==> src/shared/sanr_pkg.sv <==
// Purpose: Constants and carrier types for the negotiation register set
// Assumes: 16-bit management registers, 5-bit register addresses
// Notes: Frame timing values follow the standard management frame layout
package sanr_pkg;

    // ==========================================================
    // Register addresses
    localparam logic [4:0] SANR_REG_ADVERT = 5'h04;
    localparam logic [4:0] SANR_REG_PARTNER = 5'h05;
    localparam logic [4:0] SANR_REG_EXPAND = 5'h06;
    localparam logic [4:0] SANR_REG_NP_TX = 5'h07;
    localparam logic [4:0] SANR_REG_NP_RX = 5'h08;

    // ==========================================================
    // Field positions
    localparam int SANR_BIT_LINK = 15;
    localparam int SANR_BIT_ACK = 14;
    localparam int SANR_BIT_MSG = 13;
    localparam int SANR_BIT_DUPLEX = 12;
    localparam int SANR_BIT_TOGGLE = 11;
    localparam int SANR_BIT_SPD_HI = 11;
    localparam int SANR_BIT_SPD_LO = 10;
    localparam int SANR_BIT_PAGE_RX = 1;
    localparam int SANR_BIT_NP_ABLE = 2;

    // ==========================================================
    // Reset and fixed values
    localparam logic [15:0] SANR_ADVERT_MAC = 16'h0001;
    localparam logic [15:0] SANR_PHY_FIXED = 16'h0001;
    localparam logic [15:0] SANR_PHY_WMASK = 16'hDC00;
    localparam logic [15:0] SANR_PARTNER_MASK = 16'hDC00;
    localparam logic [15:0] SANR_NPTX_WMASK = 16'hB7FF;
    localparam logic [15:0] SANR_NPTX_RST = 16'h0001;
    localparam logic [15:0] SANR_EXPAND_FIXED = 16'h0004;
    localparam logic [15:0] SANR_ZERO = 16'h0000;

    // ==========================================================
    // Frame layout
    localparam logic [1:0] SANR_OP_WRITE = 2'h1;
    localparam logic [1:0] SANR_OP_READ = 2'h2;
    localparam int SANR_PREAMBLE_MIN = 32;

    // Register bus request as seen after the serial decoder
    typedef struct packed {
        logic wr;
        logic rd;
        logic [4:0] reg_addr;
        logic [15:0] data;
    } sanr_req_t;

    // Page arriving from the negotiation engine
    typedef struct packed {
        logic valid;
        logic [15:0] base;
        logic [15:0] next;
    } sanr_page_t;

endpackage : sanr_pkg

==> src/hdl/sanr_mdio_frame.sv <==
// Purpose: Serial management frame decoder and read-data shifter
// Assumes: mdc_en marks one rising management clock edge per pulse
// Notes: Turnaround releases the data pin; the pin is driven with oe_n low
`timescale 1ns/10ps
module sanr_mdio_frame #(
    parameter logic [4:0] PHY_ADDR = 5'h01
) (
    input wire logic clk,
    input wire logic rst_n,
    input wire logic mdc_en,
    input wire logic mdio_in,
    input wire logic [15:0] rd_data,
    output sanr_pkg::sanr_req_t req,
    output logic mdio_out,
    output logic mdio_oe_n
);
    import sanr_pkg::*;

    typedef enum logic [2:0] {
        SANR_IDLE, SANR_START, SANR_HEAD, SANR_TURN, SANR_DATA
    } sanr_fs_t;

    sanr_fs_t state_ff;
    logic [5:0] pre_cnt_ff;
    logic [4:0] bit_cnt_ff;
    logic [13:0] head_ff;
    logic [15:0] shift_ff;
    logic is_read_ff;
    logic mine_ff;
    logic [1:0] op;
    logic [4:0] phy;

    assign op = head_ff[11:10];
    assign phy = head_ff[9:5];

    // ==========================================================
    // Frame sequencer
    always_ff @(posedge clk or negedge rst_n) begin
        if (!rst_n) begin
            state_ff <= SANR_IDLE;
            pre_cnt_ff <= '0;
            bit_cnt_ff <= '0;
            head_ff <= '0;
            shift_ff <= '0;
            is_read_ff <= 1'b0;
            mine_ff <= 1'b0;
            req <= '0;
            mdio_out <= 1'b1;
            mdio_oe_n <= 1'b1;
        end else begin
            req.wr <= 1'b0;
            req.rd <= 1'b0;
            if (mdc_en) begin
                case (state_ff)
                    SANR_IDLE: begin
                        mdio_oe_n <= 1'b1;
                        if (mdio_in) begin
                            if (pre_cnt_ff < 6'(SANR_PREAMBLE_MIN))
                                pre_cnt_ff <= pre_cnt_ff + 6'h01;
                        end else if (pre_cnt_ff >= 6'(SANR_PREAMBLE_MIN)) begin
                            state_ff <= SANR_START;
                        end else begin
                            pre_cnt_ff <= '0;
                        end
                    end
                    SANR_START: begin
                        pre_cnt_ff <= '0;
                        bit_cnt_ff <= '0;
                        state_ff <= mdio_in ? SANR_HEAD : SANR_IDLE;
                    end
                    SANR_HEAD: begin
                        // Op, phy and register address: 12 bits
                        head_ff <= {head_ff[12:0], mdio_in};
                        bit_cnt_ff <= bit_cnt_ff + 5'h01;
                        if (bit_cnt_ff == 5'h0B) begin
                            state_ff <= SANR_TURN;
                            bit_cnt_ff <= '0;
                        end
                    end
                    SANR_TURN: begin
                        bit_cnt_ff <= bit_cnt_ff + 5'h01;
                        if (bit_cnt_ff == 5'h00) begin
                            is_read_ff <= (op == SANR_OP_READ);
                            mine_ff <= (phy == PHY_ADDR);
                            req.reg_addr <= head_ff[4:0];
                        end else begin
                            bit_cnt_ff <= '0;
                            state_ff <= SANR_DATA;
                            if (is_read_ff && mine_ff) begin
                                // Raised as the word is loaded, so a clear
                                // on read cannot empty a flag before it is
                                // shifted out
                                req.rd <= 1'b1;
                                mdio_oe_n <= 1'b0;
                                mdio_out <= rd_data[15];
                                shift_ff <= {rd_data[14:0], 1'b0};
                            end
                        end
                    end
                    SANR_DATA: begin
                        bit_cnt_ff <= bit_cnt_ff + 5'h01;
                        if (is_read_ff) begin
                            mdio_out <= shift_ff[15];
                            shift_ff <= {shift_ff[14:0], 1'b0};
                        end else begin
                            shift_ff <= {shift_ff[14:0], mdio_in};
                        end
                        if (bit_cnt_ff == 5'h0F) begin
                            state_ff <= SANR_IDLE;
                            mdio_oe_n <= 1'b1;
                            if (!is_read_ff && mine_ff &&
                                op == SANR_OP_WRITE) begin
                                req.wr <= 1'b1;
                                req.data <= {shift_ff[14:0], mdio_in};
                            end
                        end
                    end
                    default: state_ff <= SANR_IDLE;
                endcase
            end
        end
    end

endmodule // sanr_mdio_frame

==> src/hdl/sanr_mdc_div.sv <==
// Purpose: Management clock edge enable from a sampled clock pin
// Assumes: Pin inputs are synchronous to clk
// Notes: One pulse per rising edge of the sampled pin
`timescale 1ns/10ps
module sanr_mdc_div (
    input wire logic clk,
    input wire logic rst_n,
    input wire logic mdc,
    output logic mdc_en
);
    logic last_ff;

    // ==========================================================
    // Edge detect
    always_ff @(posedge clk or negedge rst_n) begin
        if (!rst_n) begin
            last_ff <= 1'b0;
            mdc_en <= 1'b0;
        end else begin
            last_ff <= mdc;
            mdc_en <= mdc & ~last_ff;
        end
    end

endmodule // sanr_mdc_div

==> src/hdl/sanr_regs.sv <==
// Purpose: Negotiation advertisement, partner, expansion and page registers
// Assumes: Management pin sampled on clk; phy_mode static during use
// Notes: Next-page logic is built only when NEXT_PAGE is set
`timescale 1ns/10ps
module sanr_regs #(
    parameter logic [4:0] PHY_ADDR = 5'h01,
    parameter bit NEXT_PAGE = 1'b0
) (
    input wire logic clk,
    input wire logic rst_n,
    input wire logic mdc,
    input wire logic mdio_in,
    output logic mdio_out,
    output logic mdio_oe_n,
    input wire logic phy_mode,
    input wire logic cfg_valid,
    input wire logic [15:0] cfg_advert,
    input wire sanr_pkg::sanr_page_t page_in,
    input wire logic np_sent,
    output logic [15:0] advert_out,
    output logic [15:0] np_tx_out,
    output logic page_pending
);
    import sanr_pkg::*;

    if (PHY_ADDR > 5'h1F) begin : g_bad_addr
        $error("PHY_ADDR out of range");
    end

    logic mdc_en;
    sanr_req_t req;
    logic [15:0] rd_data;
    logic mdio_out_i;
    logic mdio_oe_n_i;
    logic [15:0] adv_phy_ff;
    logic [15:0] partner_ff;
    logic page_rx_ff;
    logic [15:0] np_tx_ff;
    logic [15:0] np_rx_ff;
    logic [15:0] advert_word;
    logic wr_adv;
    logic wr_np;

    // ==========================================================
    // Serial management front end
    sanr_mdc_div u_div (
        .clk(clk),
        .rst_n(rst_n),
        .mdc(mdc),
        .mdc_en(mdc_en)
    );

    sanr_mdio_frame #(.PHY_ADDR(PHY_ADDR)) u_frame (
        .clk(clk),
        .rst_n(rst_n),
        .mdc_en(mdc_en),
        .mdio_in(mdio_in),
        .rd_data(rd_data),
        .req(req),
        .mdio_out(mdio_out_i),
        .mdio_oe_n(mdio_oe_n_i)
    );

    assign mdio_out = mdio_out_i;
    assign mdio_oe_n = mdio_oe_n_i;

    assign wr_adv = req.wr && (req.reg_addr == SANR_REG_ADVERT);
    assign wr_np = req.wr && (req.reg_addr == SANR_REG_NP_TX);

    // ==========================================================
    // Advertisement word, PHY-mode writable fields
    always_ff @(posedge clk or negedge rst_n) begin
        if (!rst_n) begin
            adv_phy_ff <= SANR_ZERO;
        end else if (phy_mode) begin
            // Configuration port takes priority over a frame in flight
            if (cfg_valid)
                adv_phy_ff <= cfg_advert & SANR_PHY_WMASK;
            else if (wr_adv)
                adv_phy_ff <= req.data & SANR_PHY_WMASK;
        end
    end

    // MAC mode ignores advertisement writes entirely
    assign advert_word = phy_mode ? (adv_phy_ff | SANR_PHY_FIXED)
                                  : SANR_ADVERT_MAC;

    // ==========================================================
    // Partner ability, captured from the negotiation engine
    always_ff @(posedge clk or negedge rst_n) begin
        if (!rst_n) begin
            partner_ff <= SANR_ZERO;
        end else if (page_in.valid) begin
            partner_ff <= page_in.base & SANR_PARTNER_MASK;
        end
    end

    // ==========================================================
    // Page received flag: a new page wins over the clearing read
    always_ff @(posedge clk or negedge rst_n) begin
        if (!rst_n) begin
            page_rx_ff <= 1'b0;
        end else if (page_in.valid) begin
            page_rx_ff <= 1'b1;
        end else if (req.rd && req.reg_addr == SANR_REG_EXPAND) begin
            page_rx_ff <= 1'b0;
        end
    end

    // ==========================================================
    // Next-page transmit word
    always_ff @(posedge clk or negedge rst_n) begin
        if (!rst_n) begin
            np_tx_ff <= SANR_NPTX_RST;
        end else if (NEXT_PAGE) begin
            if (wr_np)
                np_tx_ff <= (req.data & SANR_NPTX_WMASK) |
                    (np_tx_ff & ~SANR_NPTX_WMASK);
            if (np_sent)
                np_tx_ff[SANR_BIT_TOGGLE] <= ~np_tx_ff[SANR_BIT_TOGGLE];
        end
    end

    // ==========================================================
    // Next-page receive word
    always_ff @(posedge clk or negedge rst_n) begin
        if (!rst_n) begin
            np_rx_ff <= SANR_ZERO;
        end else if (NEXT_PAGE && page_in.valid) begin
            np_rx_ff <= page_in.next;
        end
    end

    // ==========================================================
    // Read mux; unlisted addresses read zero
    always_comb begin
        if (req.reg_addr == SANR_REG_ADVERT)
            rd_data = advert_word;
        else if (req.reg_addr == SANR_REG_PARTNER)
            rd_data = partner_ff;
        else if (req.reg_addr == SANR_REG_EXPAND)
            rd_data = SANR_EXPAND_FIXED |
                {14'h0000, page_rx_ff, 1'b0};
        else if (req.reg_addr == SANR_REG_NP_TX)
            rd_data = NEXT_PAGE ? np_tx_ff : SANR_ZERO;
        else if (req.reg_addr == SANR_REG_NP_RX)
            rd_data = NEXT_PAGE ? np_rx_ff : SANR_ZERO;
        else
            rd_data = SANR_ZERO;
    end

    // ==========================================================
    // Registered outputs toward the negotiation engine
    always_ff @(posedge clk or negedge rst_n) begin
        if (!rst_n) begin
            advert_out <= SANR_ZERO;
            np_tx_out <= SANR_ZERO;
            page_pending <= 1'b0;
        end else begin
            advert_out <= advert_word;
            np_tx_out <= NEXT_PAGE ? np_tx_ff : SANR_ZERO;
            page_pending <= page_rx_ff;
        end
    end

endmodule // sanr_regs

==> config.mk <==
export PLATFORM = sky130hd
export DESIGN_NAME = sanr_regs
export DESIGN_NICKNAME = d
export VERILOG_FILES = /design/src/shared/sanr_pkg.sv /design/src/hdl/sanr_mdio_frame.sv /design/src/hdl/sanr_mdc_div.sv /design/src/hdl/sanr_regs.sv
export SDC_FILE = /design/constraint.sdc
export NUM_CORES = 1
export LEC_CHECK = 0
export BUFFER_PORTS_ARGS = -buffer_cell sky130_fd_sc_hd__clkbuf_2
export CAP_MARGIN = 20
export CELL_PAD_IN_SITES_DETAIL_PLACEMENT = 1
export CELL_PAD_IN_SITES_GLOBAL_PLACEMENT = 1
export CORE_ASPECT_RATIO = 0.5
export CORE_MARGIN = 2
export CORE_UTILIZATION = 47
export CTS_CLUSTER_DIAMETER = 40
export DETAILED_ROUTE_END_ITERATION = 12
export GPL_TIMING_DRIVEN = 0
export HOLD_SLACK_MARGIN = 0.05
export PLACE_DENSITY_LB_ADDON = 0.15
export SLEW_MARGIN = 20
export SYNTH_ARGS = -nofsm -noshare
export SYNTH_HDL_FRONTEND = slang
export SYNTH_HIERARCHICAL = 1
export SYNTH_SLANG_ARGS = --single-unit
==> constraint.sdc <==
create_clock -name clk -period 3.05 [get_ports clk]
set_input_delay 0 -clock clk [delete_from_list [all_inputs] [get_ports clk]]
set_output_delay 0 -clock clk [all_outputs]
set_load 0.005 [all_outputs]
==> flow_summary.ini <==
[timing]
relSlewSlack_pct = 48.8
worst_clock_skew_ns = 0.00546
rsz0062_at_grt = false
report.final.hold_viol_count = 0
fin_crit_ns = 2.38
setup_viol = 0
final_min_period_over_clock_period_pct = 78.0
hold-worst-slack_ns = 0.0565
fmax_mhz = 420
timing_max_transition_violations_final = 0
worst-slew-pin-transition_ns = 0.762
setup_tns_ns = 0

[cts]
clock_insertion_delay_worst_skew_ns = 0.33
clk_buf_depth = 2
cts-htree-levels = 3
number_of_clock_buffers_inserted_by_tritoncts = 9
clock_sink_count = 78
tritoncts_clock_tree = yes
cts.clk_slew.worst_paths_ns = 0.06
ctsRootBufferMaster = sky130_fd_sc_hd__clkbuf_16
post_cts_resize_count = 0

[placement]
dp_hpwl_um = 6230
io_buffer_count = 24
gp_routability_congestion = 0.829

[power_and_ir_drop]
switching_part_of_the_total_power_pct = 31.4
leakagePower_nw = 2.25
reported_net_switching_power_mw = 1.09
gate_power_share_pct = 27.3
seq_power_share_pct = 43.2
irDropWorstVdd_mv = 0.348
clock_network_fraction_of_total_power_pct = 29.5
intPower_mw = 2.38
power.density_mw_per_mm2 = 726

[drt]
post-route-drc-count = 0
num_vias = 2683
wl_um = 8990
drt_pre_antenna_iters = 4
drt_iter0_markers = 126
routed_wire_length_per_instance_um = 17.2
ant_nets = 0
dr_vias_cell = 5.15

[die]
die_width_um = 133
ioPinCount = 91
floorplan.die_area_mm2 = 0.00917
start_util_pct = 48.9
rows = 23
chipHeight_um = 68.7
coreArea_mm2 = 0.00806

[cells_and_area]
final_util_pct = 59.2
syn_to_layout_area_delta_pct = 21.1
layout.nets = 465
drive_above_1_share_pct = 35.5
diodes = 0

[hold_path]
worst_hold_path_type = primary input to flip-flop
whs_endpoint = page_rx_ff
hold_path_startpoint = page_in[32]
hold_path_depth = 2

[setup_path]
worst_r2r_startpoint = u_frame/state_ff[0]
setup.worst_path.start_class = flip-flop
worstSetupEndpointType = flip-flop
crit_path_max_fanout = 10
reg2reg_to = u_frame/shift_ff[10]
worst-r2r-setup-slack_ns = 0.67
crit_type = flip-flop to flip-flop
req_time_crit_path_ns = 3.26
critical_path_arrival_ns = 2.59
reg2reg_depth = 6

[synthesis]
post_synth_instance_area_mm2 = 0.00394
ys.warnings.count = 6
post_synth.cell_area_avg_um2 = 12.3
instance_count_of_the_mapped_netlist = 321

[global_route]
via_count_of_the_first_global_routing_pass = 2917
track_usage_pct = 21.2
maximum_number_of_pins_on_one_net_before_global_route_repair = 47
antenna_found_initial = 0
gr-total-overflow = 0
grt_first_pass_wirelength_um = 14700

[outcome]
status = completed

[run]
drv_cap = 0
==> registers in the layout, summed over array words and instances, names as in the netlist <==
| signal | cells |
|---|---|
| u_frame/bit_cnt_ff | 5 |
| u_frame/mine_ff | 1 |
| u_frame/state_ff | 3 |
| u_frame/mdio_oe_n | 1 |
| u_frame/mdio_out | 1 |
| u_frame/shift_ff | 16 |
| partner_ff | 5 |
| page_pending | 1 |
| u_frame/pre_cnt_ff | 6 |
| advert_out | 6 |
| adv_phy_ff | 5 |
| u_frame/is_read_ff | 1 |
| page_rx_ff | 1 |
| u_div/mdc_en | 1 |
| u_frame/req | 12 |
| u_frame/head_ff | 12 |
| u_div/last_ff | 1 |
==> cell usage in the layout, fill, tap and decap left out, types with 6 or more instances in the layout <==
master                          instances
sky130_fd_sc_hd__nand2_1               12
sky130_fd_sc_hd__dlygate4sd3_1         14
sky130_fd_sc_hd__nor3_1                 6
sky130_fd_sc_hd__a21oi_1                7
sky130_fd_sc_hd__nand2b_1               7
sky130_fd_sc_hd__mux2_2                51
sky130_fd_sc_hd__inv_1                 16
sky130_fd_sc_hd__clkbuf_1              13
sky130_fd_sc_hd__dfrtp_1               76
sky130_fd_sc_hd__clkbuf_16              9
sky130_fd_sc_hd__clkbuf_2              23
sky130_fd_sc_hd__and2_1                 8
sky130_fd_sc_hd__a22o_1                 6
sky130_fd_sc_hd__mux2_4                 9
sky130_fd_sc_hd__o21ai_0               17
sky130_fd_sc_hd__buf_4                 26
sky130_fd_sc_hd__conb_1                35
==> timing repair <==
item	4_1_cts	5_1_grt
setup buffers	0	0
hold buffers	14	0
hold endpoints to repair	49	0
==> how the worst max path moves through the flow <==
stage                     cells after the start                  start                   end
after floorplan                               8  u_frame/bit_cnt_ff[0]  u_frame/shift_ff[10]
after global placement                        5    u_frame/state_ff[0]   u_frame/shift_ff[3]
after detailed placement                      5    u_frame/state_ff[0]   u_frame/shift_ff[3]
after CTS                                     6    u_frame/state_ff[0]  u_frame/shift_ff[10]
after global routing                          5    u_frame/state_ff[0]  u_frame/shift_ff[12]
final                                         6    u_frame/state_ff[0]  u_frame/shift_ff[10]
==> routing by layer <==
layer	up-vias	global-route usage [%]	share of wire, %	wire length, µm
met2	74	38.8	51	4570
met4	0	7.58	1.6	146
met3	15	6.07	5.0	452
met1	1354	24.6	42	3810
met5	-	0	0	0
li1	1240	-	-	-
==> critical path: stages (launching register included) <==
cell and delay, ns:
sky130_fd_sc_hd__dfrtp_1 0.37, sky130_fd_sc_hd__clkbuf_1 0.19, sky130_fd_sc_hd__nor3b_2 0.52, sky130_fd_sc_hd__a21oi_1 0.14, sky130_fd_sc_hd__nor3_4 0.49, sky130_fd_sc_hd__buf_12 0.22
sky130_fd_sc_hd__mux2_4 0.31
==> area by class of cell <==
type	instances	area [µm²]
fillers	865	3290
flip-flops and latches	78	1950
multi-input cells	223	1780
repair buffers	39	290
plain buffers	37	263
clock buffers	15	248
well taps	112	140
inverters	16	60.1
clock inverters	1	30.0
==> metrics by stage <==
stage                     instances  setup WS (ns)  instance area (µm²)  total power [mW]
after detailed placement        491          0.705                 4350              2.43
after global placement          490          0.758                 4320              2.34
final                           521          0.671                 4770              3.46
after floorplan                 354           1.03                 4060              2.14
after global routing            521          0.538                 4770              3.66
after CTS                       521          0.677                 4770              3.49
==> power by group through the flow <==
stage,Clock (mW),Sequential [mW],Combinational (mW)
global placement,0,1.48,0.860
CTS,1.05,1.49,0.950
detailed placement,0,1.50,0.923
finish,1.02,1.50,0.944
global route,1.09,1.53,1.05
floorplan,0,1.43,0.711
Power figures use the tool's default switching activity.
